## src/fds_pkg.sv

```systemverilog
// package of constants and types for the fieldbus slave state machine and its master end
// ****************************************************************
// ****************************************************************
package fds_pkg;
   // telegram kinds carried over the link
   typedef enum logic [2:0] {
      FDS_TG_NONE = 3'h0,
      FDS_TG_PRM  = 3'h1,
      FDS_TG_CFG  = 3'h2,
      FDS_TG_DATA = 3'h3,
      FDS_TG_DIAG = 3'h4
   } fds_tg_t;
   // slave states, one-hot
   typedef enum logic [4:0] {
      FDS_S_BAUD = 5'h01,
      FDS_S_PRM  = 5'h02,
      FDS_S_CFG  = 5'h04,
      FDS_S_DX   = 5'h08,
      FDS_S_BOOT = 5'h10
   } fds_st_t;
   // master states, one-hot
   typedef enum logic [3:0] {
      FDS_M_IDLE = 4'h1,
      FDS_M_SEND = 4'h2,
      FDS_M_WAIT = 4'h4,
      FDS_M_GAP  = 4'h8
   } fds_mst_t;
   localparam logic [7:0] FDS_ADDR_MAX = 8'h7D;  // highest station address 125
   localparam logic [7:0] FDS_ADDR_BOOT = 8'hFF;
   localparam logic [7:0] FDS_ADDR_RST = 8'h7E;   // value before sampling
   localparam int FDS_CLK_MHZ = 125;
   localparam int FDS_BAUD_MBIT = 12;
   // clocks per bit at the fastest rate, rounded down
   localparam int FDS_BIT_CYC = FDS_CLK_MHZ / FDS_BAUD_MBIT;
   localparam int FDS_BAUD_LOCK = 4;              // idle bit times before baud is found
   localparam int FDS_WD_US = 100;                // bus watchdog time in microseconds
   localparam int FDS_WD_CYC = FDS_WD_US * FDS_CLK_MHZ;
   localparam int FDS_REPLY_CYC = 64;             // master waits this long for an answer
   localparam int FDS_C2_MAX = 8;                 // class 2 master cycles at most
   localparam logic [15:0] FDS_IDENT = 16'hA5C3;  // arbitrary identification value
   localparam logic [7:0] FDS_CFG_RST = 8'h00;
endpackage

```

## src/fds_if.sv

```systemverilog
// interface joining master end and slave end of the fieldbus link
`timescale 1ns/10ps
interface fds_if;
   logic req_vld;          // master request strobe, one cycle
   logic [7:0] req_addr;   // destination station address
   logic [2:0] req_kind;   // telegram kind
   logic [15:0] req_data;  // payload
   logic req_cls2;         // request comes from a class 2 master
   logic rsp_vld;          // slave answer strobe, one cycle
   logic [2:0] rsp_kind;
   logic [15:0] rsp_data;
   modport master (output req_vld, req_addr, req_kind, req_data, req_cls2,
                   input rsp_vld, rsp_kind, rsp_data);
   modport slave (input req_vld, req_addr, req_kind, req_data, req_cls2,
                  output rsp_vld, rsp_kind, rsp_data);
endinterface // fds_if

```

## src/fds_slave.sv

```systemverilog
// slave end: baud search, parameter, configuration and data exchange states
`timescale 1ns/10ps
module fds_slave
   import fds_pkg::*;
#(
   parameter int WD_CYC = FDS_WD_CYC
) (
   // clock and reset
   input wire logic sys_clk,
   input wire logic reset,
   // link
   fds_if.slave bus,
   // user side
   input wire logic [7:0] addr_sel,
   input wire logic [15:0] in_data,
   output logic [15:0] out_data,
   output logic out_vld,
   output logic [7:0] cfg_layout,
   output logic online,
   output logic led_on,
   output logic wd_fault
);
   typedef struct packed {
      fds_st_t st;
      logic [7:0] addr;
      logic sampled;
      logic [7:0] cfg;
      logic [3:0] baud_cnt;
      logic [31:0] wd_cnt;
      logic [3:0] bit_cnt;
      logic rsp_vld;
      logic [2:0] rsp_kind;
      logic [15:0] rsp_data;
      logic [15:0] out_data;
      logic out_vld;
      logic fault;
   } fds_slv_t;

   fds_slv_t s_q;
   fds_slv_t s_d;
   logic mine;

   // telegram is for this station (never in bootstrap)
   assign mine = bus.req_vld && s_q.sampled && (bus.req_addr == s_q.addr)
                 && (s_q.addr <= FDS_ADDR_MAX);

   // next state of the slave
   always_comb begin
      s_d = s_q;
      s_d.rsp_vld = 1'b0;
      s_d.out_vld = 1'b0;
      // sample the selector once after reset
      if (!s_q.sampled) begin
         s_d.sampled = 1'b1;
         s_d.addr = addr_sel;
         if (addr_sel == FDS_ADDR_BOOT) begin
            s_d.st = FDS_S_BOOT;
         end
      end else begin
         case (s_q.st)
            FDS_S_BAUD: begin
               // a quiet line for several bit times at the top rate locks the baud
               if (bus.req_vld) begin
                  s_d.baud_cnt = 4'h0;
                  s_d.bit_cnt = 4'h0;
               end else if (s_q.bit_cnt == 4'(FDS_BIT_CYC - 1)) begin
                  s_d.bit_cnt = 4'h0;
                  s_d.baud_cnt = s_q.baud_cnt + 4'h1;
                  if (s_q.baud_cnt == 4'(FDS_BAUD_LOCK - 1)) begin
                     s_d.st = FDS_S_PRM;
                  end
               end else begin
                  s_d.bit_cnt = s_q.bit_cnt + 4'h1;
               end
            end
            FDS_S_PRM: begin
               // any parameter telegram is enough, payload not needed
               if (mine && bus.req_kind == FDS_TG_PRM) begin
                  s_d.st = FDS_S_CFG;
                  s_d.rsp_vld = 1'b1;
                  s_d.rsp_kind = FDS_TG_PRM;
                  s_d.rsp_data = FDS_IDENT;
               end
            end
            FDS_S_CFG: begin
               if (mine && bus.req_kind == FDS_TG_CFG) begin
                  s_d.cfg = bus.req_data[7:0];
                  s_d.st = FDS_S_DX;
                  s_d.rsp_vld = 1'b1;
                  s_d.rsp_kind = FDS_TG_CFG;
                  s_d.rsp_data = {8'h00, bus.req_data[7:0]};
               end else if (mine && bus.req_kind == FDS_TG_PRM) begin
                  s_d.rsp_vld = 1'b1; // repeated parameters restart configuration
                  s_d.rsp_kind = FDS_TG_PRM;
                  s_d.rsp_data = FDS_IDENT;
               end
            end
            FDS_S_DX: begin
               if (mine && bus.req_kind == FDS_TG_DATA) begin
                  s_d.out_data = bus.req_data;
                  s_d.out_vld = 1'b1;
                  s_d.rsp_vld = 1'b1;
                  s_d.rsp_kind = FDS_TG_DATA;
                  s_d.rsp_data = in_data;
               end else if (mine && bus.req_kind == FDS_TG_PRM) begin
                  s_d.st = FDS_S_CFG;
                  s_d.rsp_vld = 1'b1;
                  s_d.rsp_kind = FDS_TG_PRM;
                  s_d.rsp_data = FDS_IDENT;
               end
            end
            FDS_S_BOOT: begin
               s_d.st = FDS_S_BOOT;
            end
            default: begin
               s_d.st = FDS_S_BAUD;
            end
         endcase
         // diagnosis answered in every on-line state
         if (mine && bus.req_kind == FDS_TG_DIAG && s_q.st != FDS_S_BAUD) begin
            s_d.rsp_vld = 1'b1;
            s_d.rsp_kind = FDS_TG_DIAG;
            s_d.rsp_data = {s_q.fault, 2'b00, s_q.st, s_q.cfg};
         end
         // bus watchdog while exchanging data
         if (s_q.st == FDS_S_DX) begin
            if (mine) begin
               s_d.wd_cnt = 32'h0;
            end else if (s_q.wd_cnt == 32'(WD_CYC - 1)) begin
               s_d.wd_cnt = 32'h0;
               s_d.st = FDS_S_PRM;
               s_d.fault = 1'b1;
            end else begin
               s_d.wd_cnt = s_q.wd_cnt + 32'h1;
            end
         end else begin
            s_d.wd_cnt = 32'h0;
         end
         // fault stays until parameters accepted again
         if (s_q.st == FDS_S_PRM && s_d.st == FDS_S_CFG) begin
            s_d.fault = 1'b0;
         end
      end
   end

   // state register
   always_ff @(posedge sys_clk) begin
      if (reset) begin
         s_q <= '{st: FDS_S_BAUD, addr: FDS_ADDR_RST, cfg: FDS_CFG_RST,
                  rsp_kind: FDS_TG_NONE, default: '0};
      end else begin
         s_q <= s_d;
      end
   end

   // outputs straight from the register
   assign bus.rsp_vld = s_q.rsp_vld;
   assign bus.rsp_kind = s_q.rsp_kind;
   assign bus.rsp_data = s_q.rsp_data;
   assign out_data = s_q.out_data;
   assign out_vld = s_q.out_vld;
   assign cfg_layout = s_q.cfg;
   assign online = s_q.st[3];
   assign led_on = s_q.sampled & ~s_q.st[4];
   assign wd_fault = s_q.fault;
endmodule // fds_slave

```

## src/flat_wrapper.sv

```systemverilog
// flat-port wrapper written by rule: the top's interface ports become plain ports
module fds_slave_flat import fds_pkg::*;
#(
   parameter int WD_CYC = FDS_WD_CYC
)
  (sys_clk, reset, addr_sel, in_data, out_data, out_vld, cfg_layout, online, led_on, wd_fault, bus_req_vld, bus_req_addr, bus_req_kind, bus_req_data, bus_req_cls2, bus_rsp_vld, bus_rsp_kind, bus_rsp_data);
  fds_if bus_i ();
  input wire logic sys_clk;
  input wire logic reset;
  input wire logic [7:0] addr_sel;
  input wire logic [15:0] in_data;
  output logic [15:0] out_data;
  output logic out_vld;
  output logic [7:0] cfg_layout;
  output logic online;
  output logic led_on;
  output logic wd_fault;
  input wire logic [$bits(bus_i.req_vld)-1:0] bus_req_vld;
  input wire logic [$bits(bus_i.req_addr)-1:0] bus_req_addr;
  input wire logic [$bits(bus_i.req_kind)-1:0] bus_req_kind;
  input wire logic [$bits(bus_i.req_data)-1:0] bus_req_data;
  input wire logic [$bits(bus_i.req_cls2)-1:0] bus_req_cls2;
  output wire logic [$bits(bus_i.rsp_vld)-1:0] bus_rsp_vld;
  output wire logic [$bits(bus_i.rsp_kind)-1:0] bus_rsp_kind;
  output wire logic [$bits(bus_i.rsp_data)-1:0] bus_rsp_data;
  assign bus_i.req_vld = bus_req_vld;
  assign bus_i.req_addr = bus_req_addr;
  assign bus_i.req_kind = bus_req_kind;
  assign bus_i.req_data = bus_req_data;
  assign bus_i.req_cls2 = bus_req_cls2;
  assign bus_rsp_vld = bus_i.rsp_vld;
  assign bus_rsp_kind = bus_i.rsp_kind;
  assign bus_rsp_data = bus_i.rsp_data;
  fds_slave #(.WD_CYC(WD_CYC)) u_core (.sys_clk(sys_clk), .reset(reset), .bus(bus_i), .addr_sel(addr_sel), .in_data(in_data), .out_data(out_data), .out_vld(out_vld), .cfg_layout(cfg_layout), .online(online), .led_on(led_on), .wd_fault(wd_fault));
endmodule
```

## config.mk

```make
export PLATFORM = sky130hd
export DESIGN_NAME = fds_slave_flat
export DESIGN_NICKNAME = d
export VERILOG_FILES = /design/src/fds_pkg.sv /design/src/fds_if.sv /design/src/fds_slave.sv /design/src/flat_wrapper.sv
export SDC_FILE = /design/constraint.sdc
export NUM_CORES = 1
export LEC_CHECK = 0
export ABC_CLOCK_PERIOD_IN_PS = 2300
export BUFFER_PORTS_ARGS = -buffer_cell sky130_fd_sc_hd__buf_2
export CAP_MARGIN = 15
export CORE_MARGIN = 2
export CORE_UTILIZATION = 35
export DETAILED_ROUTE_END_ITERATION = 10
export HOLD_SLACK_MARGIN = 0.08
export PLACE_DENSITY = 0.61
export SYNTH_ARGS = -nofsm -noshare
export SYNTH_HDL_FRONTEND = slang
export SYNTH_SLANG_ARGS = --single-unit
export TNS_END_PERCENT = 20
```

## constraint.sdc

```tcl
create_clock -name sys_clk -period 2.3 [get_ports sys_clk]
set_input_delay 0.23 -clock sys_clk [delete_from_list [all_inputs] [get_ports sys_clk]]
set_output_delay 0.23 -clock sys_clk [all_outputs]
set_load 0.01 [all_outputs]
```

==> run metrics, run 1 <==
EDFF count, synth=0; Core ar.=between 10000 and 15000 um^2; CTS clk-pin slew, worst paths=~60 ps; critical-path cell list=xor2_4 > nor4_4 > nand4_1 > a221o_2 > buf_4 > a21o_1 > a21oi_2 > nor2_1; synthesized flop and latch total=100; hold slack final=approximately 120 ps; sequential-to-total area share from yosys stat=roughly two fifths; Cells after Synth=roughly 630; final setup fails=0; Detailed Routing Iterations Pass 1=7; hold crit path type=in -> reg; Starting Density=35.49%; Post-Layout Inst Area=about 6200 um^2; die area=between 15000 and 20000 um^2; Fmax=around 440 MHz; Synth Flop Type=dfxtp_1; Synth area leaders=dfxtp_1 39%, nand2_1 6.5%, buf_4 6.5%, a21oi_1 5.9%, xor2_1 4.8%; Critical-path top delay cell=a221o_2; Sink Count=100; initial antenna violation count=0; largest net degree at the start of global routing=56; DRT iter0 DRCs=329; Setup CP Type=reg -> reg; diodes inserted=0; number of vias per cell=~5.3; first-pass GRT wire length=23.06 mm; die span in x=124.9 um; Slew Limit Fails=0; DRC=0; Worst Tran Pin Value=roughly 600 ps; Die Y=about 120 um; Congestion Overflow GR=0; syn nets=a little under 700; Rows=44; final WL=between 10 and 15 mm; Area Overhead vs Synth=21.71%; P_leak=between 2 and 2.5 nW; clock skew=around 11 ps; Placed Cells incl. Taps=just under 900; yosys warns=0; HPWL after DPL=approximately 10 mm; clk root buf=clkbuf_16; Critical Path Sink Type=register; min cycle time layout=approximately 2300 ps; Hold Fails Final Rpt=0; fin cells=909; Distinct cells, synth=62; total number of vias=between 4000 and 5000; antenna-violating nets left=0; TritonCTS clock tree=yes; Rel. slew slack=between 50% and 60%; GPL Wtd Cong=~0.9; Area after DPL=5759 um^2; Max-Cap Viols=0; GRT Overall Usage=18.01%; critical path required time=roughly 2500 ps; Peak VDD IR=~0.34 mV; clock latency on the worst-skew pair=around 350 ps; startpoint types=register; Syn Std Cell Area=just over 5000 um^2; CP arrival=2490 ps; fraction of layout cells with a size suffix above 1=roughly 27%; Async SR Flop Fraction=0%; Avg Synthesized Cell Area=8.099 um^2; I/O Buffers=a little over 100; Sum Neg Setup Slack=0 ps; status=completed; I/O pin total=approximately 100; total design power=around 0.0035 W; RSZ-0062 raised after global routing=true; CTS Buf Count=9; CTS H-tree depth=3; post-synth top area cell=dfxtp_1; Final #Nets=between 700 and 800; fin crit share=between 90 and 100%; share of the synthesized area in the top cell type=39.11%; crit-path max FO=5; number of global-route vias before repair=4595; CTS max path bufs=2; Slowest Stage Delay on Critical Path=between 400 and 500 ps; WL/cell=roughly 16 um; PD cells=~570 nW/um^2
[repair_timing]
action,4_1_cts,5_1_grt
pin swaps,2,12
endpoints found under the hold margin,0,0
hold buffers,0,0
buffers inserted,0,3
resized for setup,3,33
setup endpoints to repair,14,20
[critical path: cells and delay by family (launching register included)]
| kind | cells | cell delay [ps] |
|---|---|---|
| compound gates | 3 | 780 |
| xor+xnor | 1 | 160 |
| buf+inv | 1 | 170 |
| simple gates | 3 | 660 |
| flops | 1 | 360 |
[synthesized netlist by cell type, types with 2 or more instances]
library cell and n:
a211oi_1 3, a21oi_1 60, a221oi_1 4, a222oi_1 3
a22oi_1 9, a31oi_1 4, and2_1 5, and3_1 15
and4_1 7, buf_1 2, buf_2 11, buf_4 44
clkbuf_1 16, clkinv_1 2, dfxtp_1 100, ha_1 4
inv_1 8, mux2i_1 8, nand2_1 89, nand3_1 29
nand3b_1 2, nand4_1 13, nor2_1 58, nor2b_1 2
nor3_1 10, nor3b_1 5, nor4_1 9, nor4b_1 2
o211a_1 4, o21a_1 5, o21ai_0 18, o21ai_1 2
o22ai_1 5, o2bb2ai_1 3, o32ai_1 5, or3_1 4
or4_1 2, xnor2_1 9, xor2_1 28
[routing by layer]
layer  GRT usage (%)  share of wire, %  up-vias  wire (um)
met5               0                 0        -          0
met4           4.902              0.91        0        129
met3           4.579               6.0       15        853
li1                -                 -     2372          -
met1           24.13                46     2303       6555
met2           29.06                47      151       6695
[registers in the layout, summed over array words and instances, names as in the netlist]
register and flops:
u_core.online 1, u_core.bus.rsp_data 16, u_core.out_vld 1, u_core.out_data 16
u_core.bus.rsp_vld 1, u_core.cfg_layout 8, u_core.bus.rsp_kind 3, u_core.s_q 53
u_core.wd_fault 1
[placed cells by master, fill, tap and decap left out, drive strengths merged, types with 2 or more instances in the layout]
| cell type | n |
|---|---|
| o211a | 4 |
| nor2b | 2 |
| clkbuf | 12 |
| clkinvlp | 2 |
| nand3b | 2 |
| buf | 150 |
| mux2i | 8 |
| and2 | 5 |
| nor4 | 10 |
| nor4b | 2 |
| xor2 | 28 |
| or2 | 2 |
| a21oi | 60 |
| and3 | 15 |
| inv | 8 |
| ha | 4 |
| nor2 | 59 |
| nand4 | 13 |
| and4 | 7 |
| nand2 | 90 |
| o22ai | 5 |
| a222oi | 3 |
| o21a | 5 |
| or4b | 2 |
| a22oi | 9 |
| nand3 | 29 |
| a31oi | 4 |
| a211oi | 3 |
| clkinv | 3 |
| o32ai | 5 |
| a221oi | 5 |
| or4 | 2 |
| nor3b | 5 |
| nor3 | 10 |
| o2bb2ai | 3 |
| dfxtp | 100 |
| o21ai | 21 |
| or3 | 4 |
| xnor2 | 9 |
[per-stage QoR]
step | util (%) | setup WS, ps
after floorplan | - | 214.5
after global placement | 39.93 | -38.68
after detailed placement | 39.93 | -125.5
after CTS | 42.00 | -1.811
after global routing | 43.19 | -62.41
final | 43.19 | 23.27
[path summary, 6_finish.rpt]
check / start / to / slack, ps / cells past startpoint
worst max-delay path: u_core.s_q[92]$_SDFFE_PP1N_ / u_core.bus.rsp_kind[2]$_SDFFE_PP0P_ / 20 / 8
worst min-delay path: addr_sel[4] / u_core.s_q[91]$_SDFFE_PP1N_ / 120 / 3
worst max register to register: u_core.s_q[92]$_SDFFE_PP1N_ / u_core.bus.rsp_kind[2]$_SDFFE_PP0P_ / 20 / 8
worst min register to register: u_core.out_data[2]$_SDFFE_PP0P_ / u_core.out_data[2]$_SDFFE_PP0P_ / 450 / 2
[area by class of cell]
type	count	area [um^2]
Clock inverter	4	50.05
Timing Repair Buffer	150	900.9
Sequential cell	100	2011
Tap cell	184	230.2
Inverter	10	37.54
Fill cell	1449	8194
Multi-Input combinational cell	449	2764
Clock buffer	12	236.5
[where the power goes]
part | switching [W] | internal, W
clock | 0.000661 | 0.000843
sequential | 0.0000163 | 0.00175
combinational | 0.000155 | 0.000107
[cell families after synthesis]
logic type	after synthesis	share of synthesized area [%]
compound gates	136	16.79
xor+xnor	37	6.331
fa+ha+maj	4	0.9778
buf+inv	83	9.582
flops	100	39.11
mux	8	1.564
simple gates	264	25.64
Power figures use the tool's default switching activity.
==> run 2, diff against run 1 <==
--- a/config.mk
+++ b/config.mk
@@ -9,10 +9,10 @@
 export BUFFER_PORTS_ARGS = -buffer_cell sky130_fd_sc_hd__buf_2
 export CAP_MARGIN = 15
 export CORE_MARGIN = 2
-export CORE_UTILIZATION = 35
+export CORE_UTILIZATION = 55
 export DETAILED_ROUTE_END_ITERATION = 10
 export HOLD_SLACK_MARGIN = 0.08
-export PLACE_DENSITY = 0.61
+export PLACE_DENSITY = 0.86
 export SYNTH_ARGS = -nofsm -noshare
 export SYNTH_HDL_FRONTEND = slang
 export SYNTH_SLANG_ARGS = --single-unit
==> run 2 against run 1 <==
  * Sequential power hardly changed
  * Count of clock-buffer cells in the layout is 2 lower
  * Combinational power is 6% lower
  * Clock skew is 3.5 ps lower
  * Die area is 35% lower
  * Core utilization is 22 points higher
  * Setup slack better by 23 ps
  * Critical path depth is 1 higher
  * Flip-flop and latch count stayed put
  * Non-clock buffer count is 7 lower
  * Critical endpoint unchanged
==> run metrics, run 2 (synthesis gave the netlist of run 1 again) <==
Worst Tran Pin Value=571.7 ps (-38.05 ps); min cycle time layout=2254 ps (-22.83 ps); Area Overhead vs Synth=17.36%; fin crit share=98.00% (-0.99 points); Seq pwr share=54.7% (+4.7 points); Hold Path End=u_core.out_data[13]$_SDFFE_PP0P_; startpoint types=register; GRT Overall Usage=25.39% (+7.4 points); worst path buffer plus inverter count=2 (+1); PnR worst setup slack=46.10 ps (+22.83 ps); final WL=13.44 mm (-5.6%); P_leak=2.377 nW (-2.5%); WL/cell=16.23 um (+3.6%); Sum Neg Setup Slack=0 ps (unchanged); die span in x=100.5 um (-20%); I/O Buffers=101 (unchanged); CTS H-tree depth=3 (unchanged); clock skew=7.522 ps (-3.507 ps); CTS clk-pin slew, worst paths=90 ps (+30 ps); diodes inserted=0 (unchanged); number of vias per cell=5.963 (+12%); status=completed; final setup fails=0 (unchanged); RSZ-0062 raised after global routing=true; dpl ws=-69.72 ps (+55.80 ps); Biggest register=u_core.s_q; Int Pwr=0.002463 W (-8.7%); Starting Density=55.93% (+20 points); clock share of power=37.6% (-5.0 points); Crit path depth=9 (+1); final design utilization=65.63% (+22 points); Critical-path top delay cell=dfxtp_4; Final #Nets=772 (-0.90%); Rows=35 (-20%); switching power=0.0007609 W (-8.6%); R2R Setup Slk=50 ps (+20 ps); Fmax=443.7 MHz (+1.0%); fraction of layout cells with a size suffix above 1=26.22% (-1.1 points); Hold Fails Final Rpt=0 (unchanged); CTS max path bufs=2 (unchanged); Rel. slew slack=61.89% (+2.5 points); critical-path cell list=xor2_2 > nor4_4 > nand4_1 > buf_4 > or3_4 > buf_12 > a21o_1 > a21oi_2 > nor2_1; antenna-violating nets left=0 (unchanged); combinational share of power=7.7% (+0.3 points); number of global-route vias before repair=4585 (-0.22%); PD cells=536.6 nW/um^2 (-5.3%); Core ar.=9153 um^2 (-37%); number of flip-flops in the largest register=53 (unchanged); Die Y=100.5 um (-20%); die area=10090 um^2 (-35%); RR Endpoint=u_core.bus.rsp_kind[2]$_SDFFE_PP0P_; # hold bufs at CTS=0 (unchanged); fin cells=828 (-8.9%); total number of vias=4937 (+2.0%); most frequent cells in the layout=101 x buf_2, 97 x dfxtp_1, 89 x nand2_1; CP arrival=2500 ps (about the same); I/O pin total=103 (unchanged); switching share of power=23.61% (+0.025 points); Placed Cells incl. Taps=807 (-9.3%); Congestion Overflow GR=0 (unchanged); r2r startpoint=u_core.s_q[92]$_SDFFE_PP1N_; clk root buf=clkbuf_8; Top delay family on crit path=simple AND/OR/NAND/NOR gates; HPWL after DPL=9.707 mm (-6.9%); hold crit path type=in -> reg; Peak VDD IR=0.4475 mV (+30%); TritonCTS clock tree=yes; crit-path max FO=13 (+8); largest net degree at the start of global routing=56 (unchanged); CTS Buf Count=9 (unchanged); Detailed Routing Iterations Pass 1=6 (-1); DRT iter0 DRCs=272 (-17%); reg2reg path depth=9 (+1); critical path required time=2550 ps (+30 ps); clock latency on the worst-skew pair=370 ps (+20 ps); first-pass GRT wire length=20.82 mm (-9.7%); Sink Count=100 (unchanged); Max-Cap Viols=0 (unchanged); Setup CP Type=reg -> reg; hold slack final=95.37 ps (-20.56 ps); initial antenna violation count=0 (unchanged); Slew Limit Fails=0 (unchanged); Slowest Stage Delay on Critical Path=360 ps (-110 ps); Critical Path Sink Type=register; HP Start=bus_req_data[13]; Hold Path Stages=3 (unchanged); GPL Wtd Cong=0.9582 (+6.6%); DRC=0 (unchanged); commonest non-fill, non-tap cell in the layout=buf_2
run 2: cell count changes in the layout (fill, tap and decap cells not counted), sizes merged:
cell,delta
clkbuf,-2
bufinv,+1
buf,-7
inv,+1
clkinv,+1
clkinvlp,-2
run 2: layer usage:
| metal | part of all wire [%] | GRT usage [%] | wire [um] |
|---|---|---|---|
| met2 | 49 | 44.30 | 6639 |
| met5 | 0 | 0 | 0 |
| met4 | 1.8 | 7.271 | 237 |
| met3 | 8.0 | 6.033 | 1074 |
| met1 | 41 | 31.24 | 5485 |
run 2: final cells by class:
cell class	count	area, um^2
fillers	734	3146
multi-input cells	449	2750
clock inverters	5	86.33
repair buffers	143	858.3
clock buffers	10	127.6
flip-flops and latches	100	2008
well taps	111	138.9
inverters	10	37.54
run 2: through the flow:
stage,power (W),instance area [um^2]
floorplan,0.001925,5119
global placement,0.002025,5593
detailed placement,0.002034,5593
CTS,0.003223,5814
global route,0.003335,6007
finish,0.003224,6007
run 2: power groups by stage:
| stage | Combinational [W] | Clock (W) | Sequential [W] |
|---|---|---|---|
| 3_3_place_gp | 0.000225 | 0 | 0.00180 |
| 3_5_place_dp | 0.000232 | 0 | 0.00180 |
| 5_1_grt | 0.000267 | 0.00130 | 0.00177 |
| 2_1_floorplan | 0.000128 | 0 | 0.00180 |
| 6_report | 0.000247 | 0.00121 | 0.00176 |
| 4_1_cts | 0.000233 | 0.00123 | 0.00176 |
run 2: worst register-to-register path: stages (launching register included):
cell and delay [ps]:
dfxtp_4 360, xor2_2 190, nor4_4 360, nand4_1 140
buf_4 170, or3_4 340, buf_12 160, a21o_1 210
a21oi_2 150, nor2_1 50
run 2: how the worst max path moves through the flow:
stage / start / to / slack, ps
final: u_core.s_q[92]$_SDFFE_PP1N_ / u_core.bus.rsp_kind[2]$_SDFFE_PP0P_ / 50
after global routing: u_core.s_q[99]$_SDFFE_PP0P_ / u_core.bus.rsp_data[12]$_SDFFE_PP0P_ / -100
after CTS: u_core.s_q[91]$_SDFFE_PP1N_ / u_core.bus.rsp_data[7]$_SDFFE_PP0P_ / -8
after detailed placement: bus_req_addr[7] / u_core.bus.rsp_data[13]$_SDFFE_PP0P_ / -70
after global placement: bus_req_addr[7] / u_core.bus.rsp_data[13]$_SDFFE_PP0P_ / -20
after floorplan: u_core.online$_SDFFE_PP0P_ / u_core.bus.rsp_data[2]$_SDFFE_PP0P_ / 210
run 2: timing repair:
item                                    4_1_cts  5_1_grt
setup buffers                                 0        6
gates resized for setup                       1       29
pin swaps                                     0       12
endpoints found under the setup margin        2       24
==> run 3, diff against run 2 <==
--- a/config.mk
+++ b/config.mk
@@ -9,10 +9,10 @@
 export BUFFER_PORTS_ARGS = -buffer_cell sky130_fd_sc_hd__buf_2
 export CAP_MARGIN = 15
 export CORE_MARGIN = 2
-export CORE_UTILIZATION = 55
+export CORE_UTILIZATION = 40
 export DETAILED_ROUTE_END_ITERATION = 10
 export HOLD_SLACK_MARGIN = 0.08
-export PLACE_DENSITY = 0.86
+export PLACE_DENSITY = 0.67
 export SYNTH_ARGS = -nofsm -noshare
 export SYNTH_HDL_FRONTEND = slang
 export SYNTH_SLANG_ARGS = --single-unit
==> run 3 against run 2 <==
  * Core utilization shrank 16 points
  * Worst hold slack gained 17 ps
  * Clock power grew 23%
  * Critical path type unchanged
==> run metrics, run 3 (synthesis gave the netlist of run 1 again) <==
status=completed; GRT Overall Usage=19.97% (-5.4 points); TritonCTS clock tree=yes; RR Endpoint=u_core.bus.rsp_data[12]$_SDFFE_PP0P_; Detailed Routing Iterations Pass 1=5 (-1); Sink Count=100 (unchanged); startpoint types=register; Peak VDD IR=0.4289 mV (-4.1%); Seq pwr share=50.2% (-4.5 points); I/O pin total=103 (unchanged); Starting Density=40.73% (-15 points); Int Pwr=0.002616 W (+6.2%); worst path buffer plus inverter count=0 (-2); Critical-path top delay cell=or4b_4; Core ar.=12570 um^2 (+37%); Congestion Overflow GR=0 (unchanged); fraction of layout cells with a size suffix above 1=26.67% (+0.45 points); most frequent cells in the layout=101 x buf_2, 98 x dfxtp_1, 89 x nand2_1; Worst Tran Pin Value=605.7 ps (+34.02 ps); CTS clk-pin slew, worst paths=80 ps (about the same); RSZ-0062 raised after global routing=true; Top delay family on crit path=simple AND/OR/NAND/NOR gates; GPL Wtd Cong=0.9265 (-3.3%); reg2reg path depth=7 (-2); die area=13720 um^2 (+36%); PD cells=568.6 nW/um^2 (+6.0%); DRT iter0 DRCs=528 (+94%); total number of vias=4878 (-1.2%); diodes inserted=0 (unchanged); end of the critical path=u_core.bus.rsp_data[12]$_SDFFE_PP0P_; Rel. slew slack=59.62% (-2.3 points); total design power=0.003512 W (+8.9%); Crit path depth=7 (-2); fin crit share=99.32% (+1.3 points); hold crit path type=in -> reg; Setup CP Type=reg -> reg; Final #Nets=774 (+0.26%); PnR worst setup slack=15.55 ps (-30.55 ps); first-pass GRT wire length=21.77 mm (+4.6%); CTS Buf Count=9 (unchanged); Hold Fails Final Rpt=0 (unchanged); critical-path cell list=or4b_4 > or2_1 > nand2_2 > o21ai_1 > nor3_1 > o211ai_1 > o22ai_1; r2r startpoint=u_core.s_q[97]$_SDFFE_PP0P_; P_leak=2.424 nW (+2.0%); CTS max path bufs=2 (unchanged); R2R Setup Slk=20 ps (-30 ps); final setup fails=0 (unchanged); clock latency on the worst-skew pair=350 ps (-20 ps); initial antenna violation count=0 (unchanged); commonest non-fill, non-tap cell in the layout=buf_2; combinational share of power=7.3% (-0.4 points); DRC=0 (unchanged); CP arrival=2560 ps (+60 ps); Die Y=117.1 um (+17%); dpl ws=-78.29 ps (-8.565 ps); number of global-route vias before repair=4527 (-1.3%); critical path required time=2570 ps (+20 ps); Slew Limit Fails=0 (unchanged); Rows=41 (+17%); CP startpoint=u_core.s_q[97]$_SDFFE_PP0P_; number of vias per cell=5.469 (-8.3%); Max-Cap Viols=0 (unchanged); clock share of power=42.5% (+4.9 points); HPWL after DPL=9.907 mm (+2.1%); CTS H-tree depth=3 (unchanged); I/O Buffers=101 (unchanged); final WL=13.74 mm (+2.2%); Critical Path Sink Type=register; antenna-violating nets left=0 (unchanged); Fmax=437.7 MHz (-1.3%); Biggest register=u_core.s_q; crit-path max FO=5 (-8); Area Overhead vs Synth=20.66%; clock skew=11.33 ps (+3.811 ps); WL/cell=15.40 um (-5.1%); die span in x=117.1 um (+17%); Slowest Stage Delay on Critical Path=560 ps (+200 ps); switching power=0.0008960 W (+18%); clk root buf=clkbuf_16; switching share of power=25.52% (+1.9 points); largest net degree at the start of global routing=56 (unchanged); min cycle time layout=2284 ps (+30.55 ps); number of flip-flops in the largest register=53 (unchanged)
==> run 3: through the flow <==
stage          area [um^2]  hold slack (ps)  util (%)  instances  TNS, ps
2_1_floorplan         5119            355.1         -        632        0
6_report              6176            112.6     49.14        892        0
5_1_grt               6176            121.5     49.14        892   -346.4
3_3_place_gp          5707            434.6     45.41        873        0
4_1_cts               6011            104.1     47.82        889        0
3_5_place_dp          5707            443.0     45.41        873   -458.7
==> run 3: worst register-to-register path, delay by kind of cell, from the launching register on <==
family | cells | cell delay [ps]
AND/OR/NAND/NOR | 4 | 1390
AO/OA/AOI/OAI | 3 | 500
flip-flops | 1 | 320
==> run 3: routing by layer <==
| layer | up-vias | routed length (um) | GRT usage [%] |
|---|---|---|---|
| li1 | 2360 | - | - |
| met1 | 2325 | 6275 | 26.95 |
| met2 | 181 | 6317 | 31.95 |
| met3 | 12 | 1012 | 4.531 |
| met4 | 0 | 133 | 6.118 |
| met5 | - | 0 | 0 |
==> run 3: how the worst min path moves through the flow <==
stage                                                start                                to  slack, ps  cells past startpoint
final                                          addr_sel[4]       u_core.s_q[91]$_SDFFE_PP1N_        110                      3
after global routing                           addr_sel[3]       u_core.s_q[90]$_SDFFE_PP1N_        120                      3
after CTS                                      addr_sel[4]       u_core.s_q[91]$_SDFFE_PP1N_        100                      3
after detailed placement  u_core.out_data[11]$_SDFFE_PP0P_  u_core.out_data[11]$_SDFFE_PP0P_        440                      2
after global placement     u_core.out_data[9]$_SDFFE_PP0P_   u_core.out_data[9]$_SDFFE_PP0P_        430                      2
after floorplan                                addr_sel[1]       u_core.s_q[88]$_SDFFE_PP1N_        360                      2
==> run 3: power by group through the flow <==
stage / Combinational [W] / Clock, W / Sequential, W
6_report: 0.000257 / 0.00149 / 0.00176
5_1_grt: 0.000282 / 0.00159 / 0.00177
4_1_cts: 0.000237 / 0.00153 / 0.00176
3_5_place_dp: 0.000234 / 0 / 0.00180
3_3_place_gp: 0.000228 / 0 / 0.00180
2_1_floorplan: 0.000128 / 0 / 0.00180
==> run 3: final cells by class <==
| class | count | area, um^2 |
|---|---|---|
| clock buffers | 9 | 225.2 |
| clock inverters | 7 | 67.56 |
| fillers | 1189 | 6392 |
| inverters | 10 | 37.54 |
| multi-input cells | 449 | 2770 |
| flip-flops and latches | 100 | 2004 |
| well taps | 172 | 215.2 |
| repair buffers | 145 | 855.8 |
==> run 3: what timing repair did <==
| action | 4_1_cts | 5_1_grt |
|---|---|---|
| gates resized for setup | 2 | 27 |
| hold buffers | 0 | 0 |
| setup buffers | 0 | 3 |
| pin swaps | 0 | 10 |
| setup endpoints to repair | 4 | 22 |
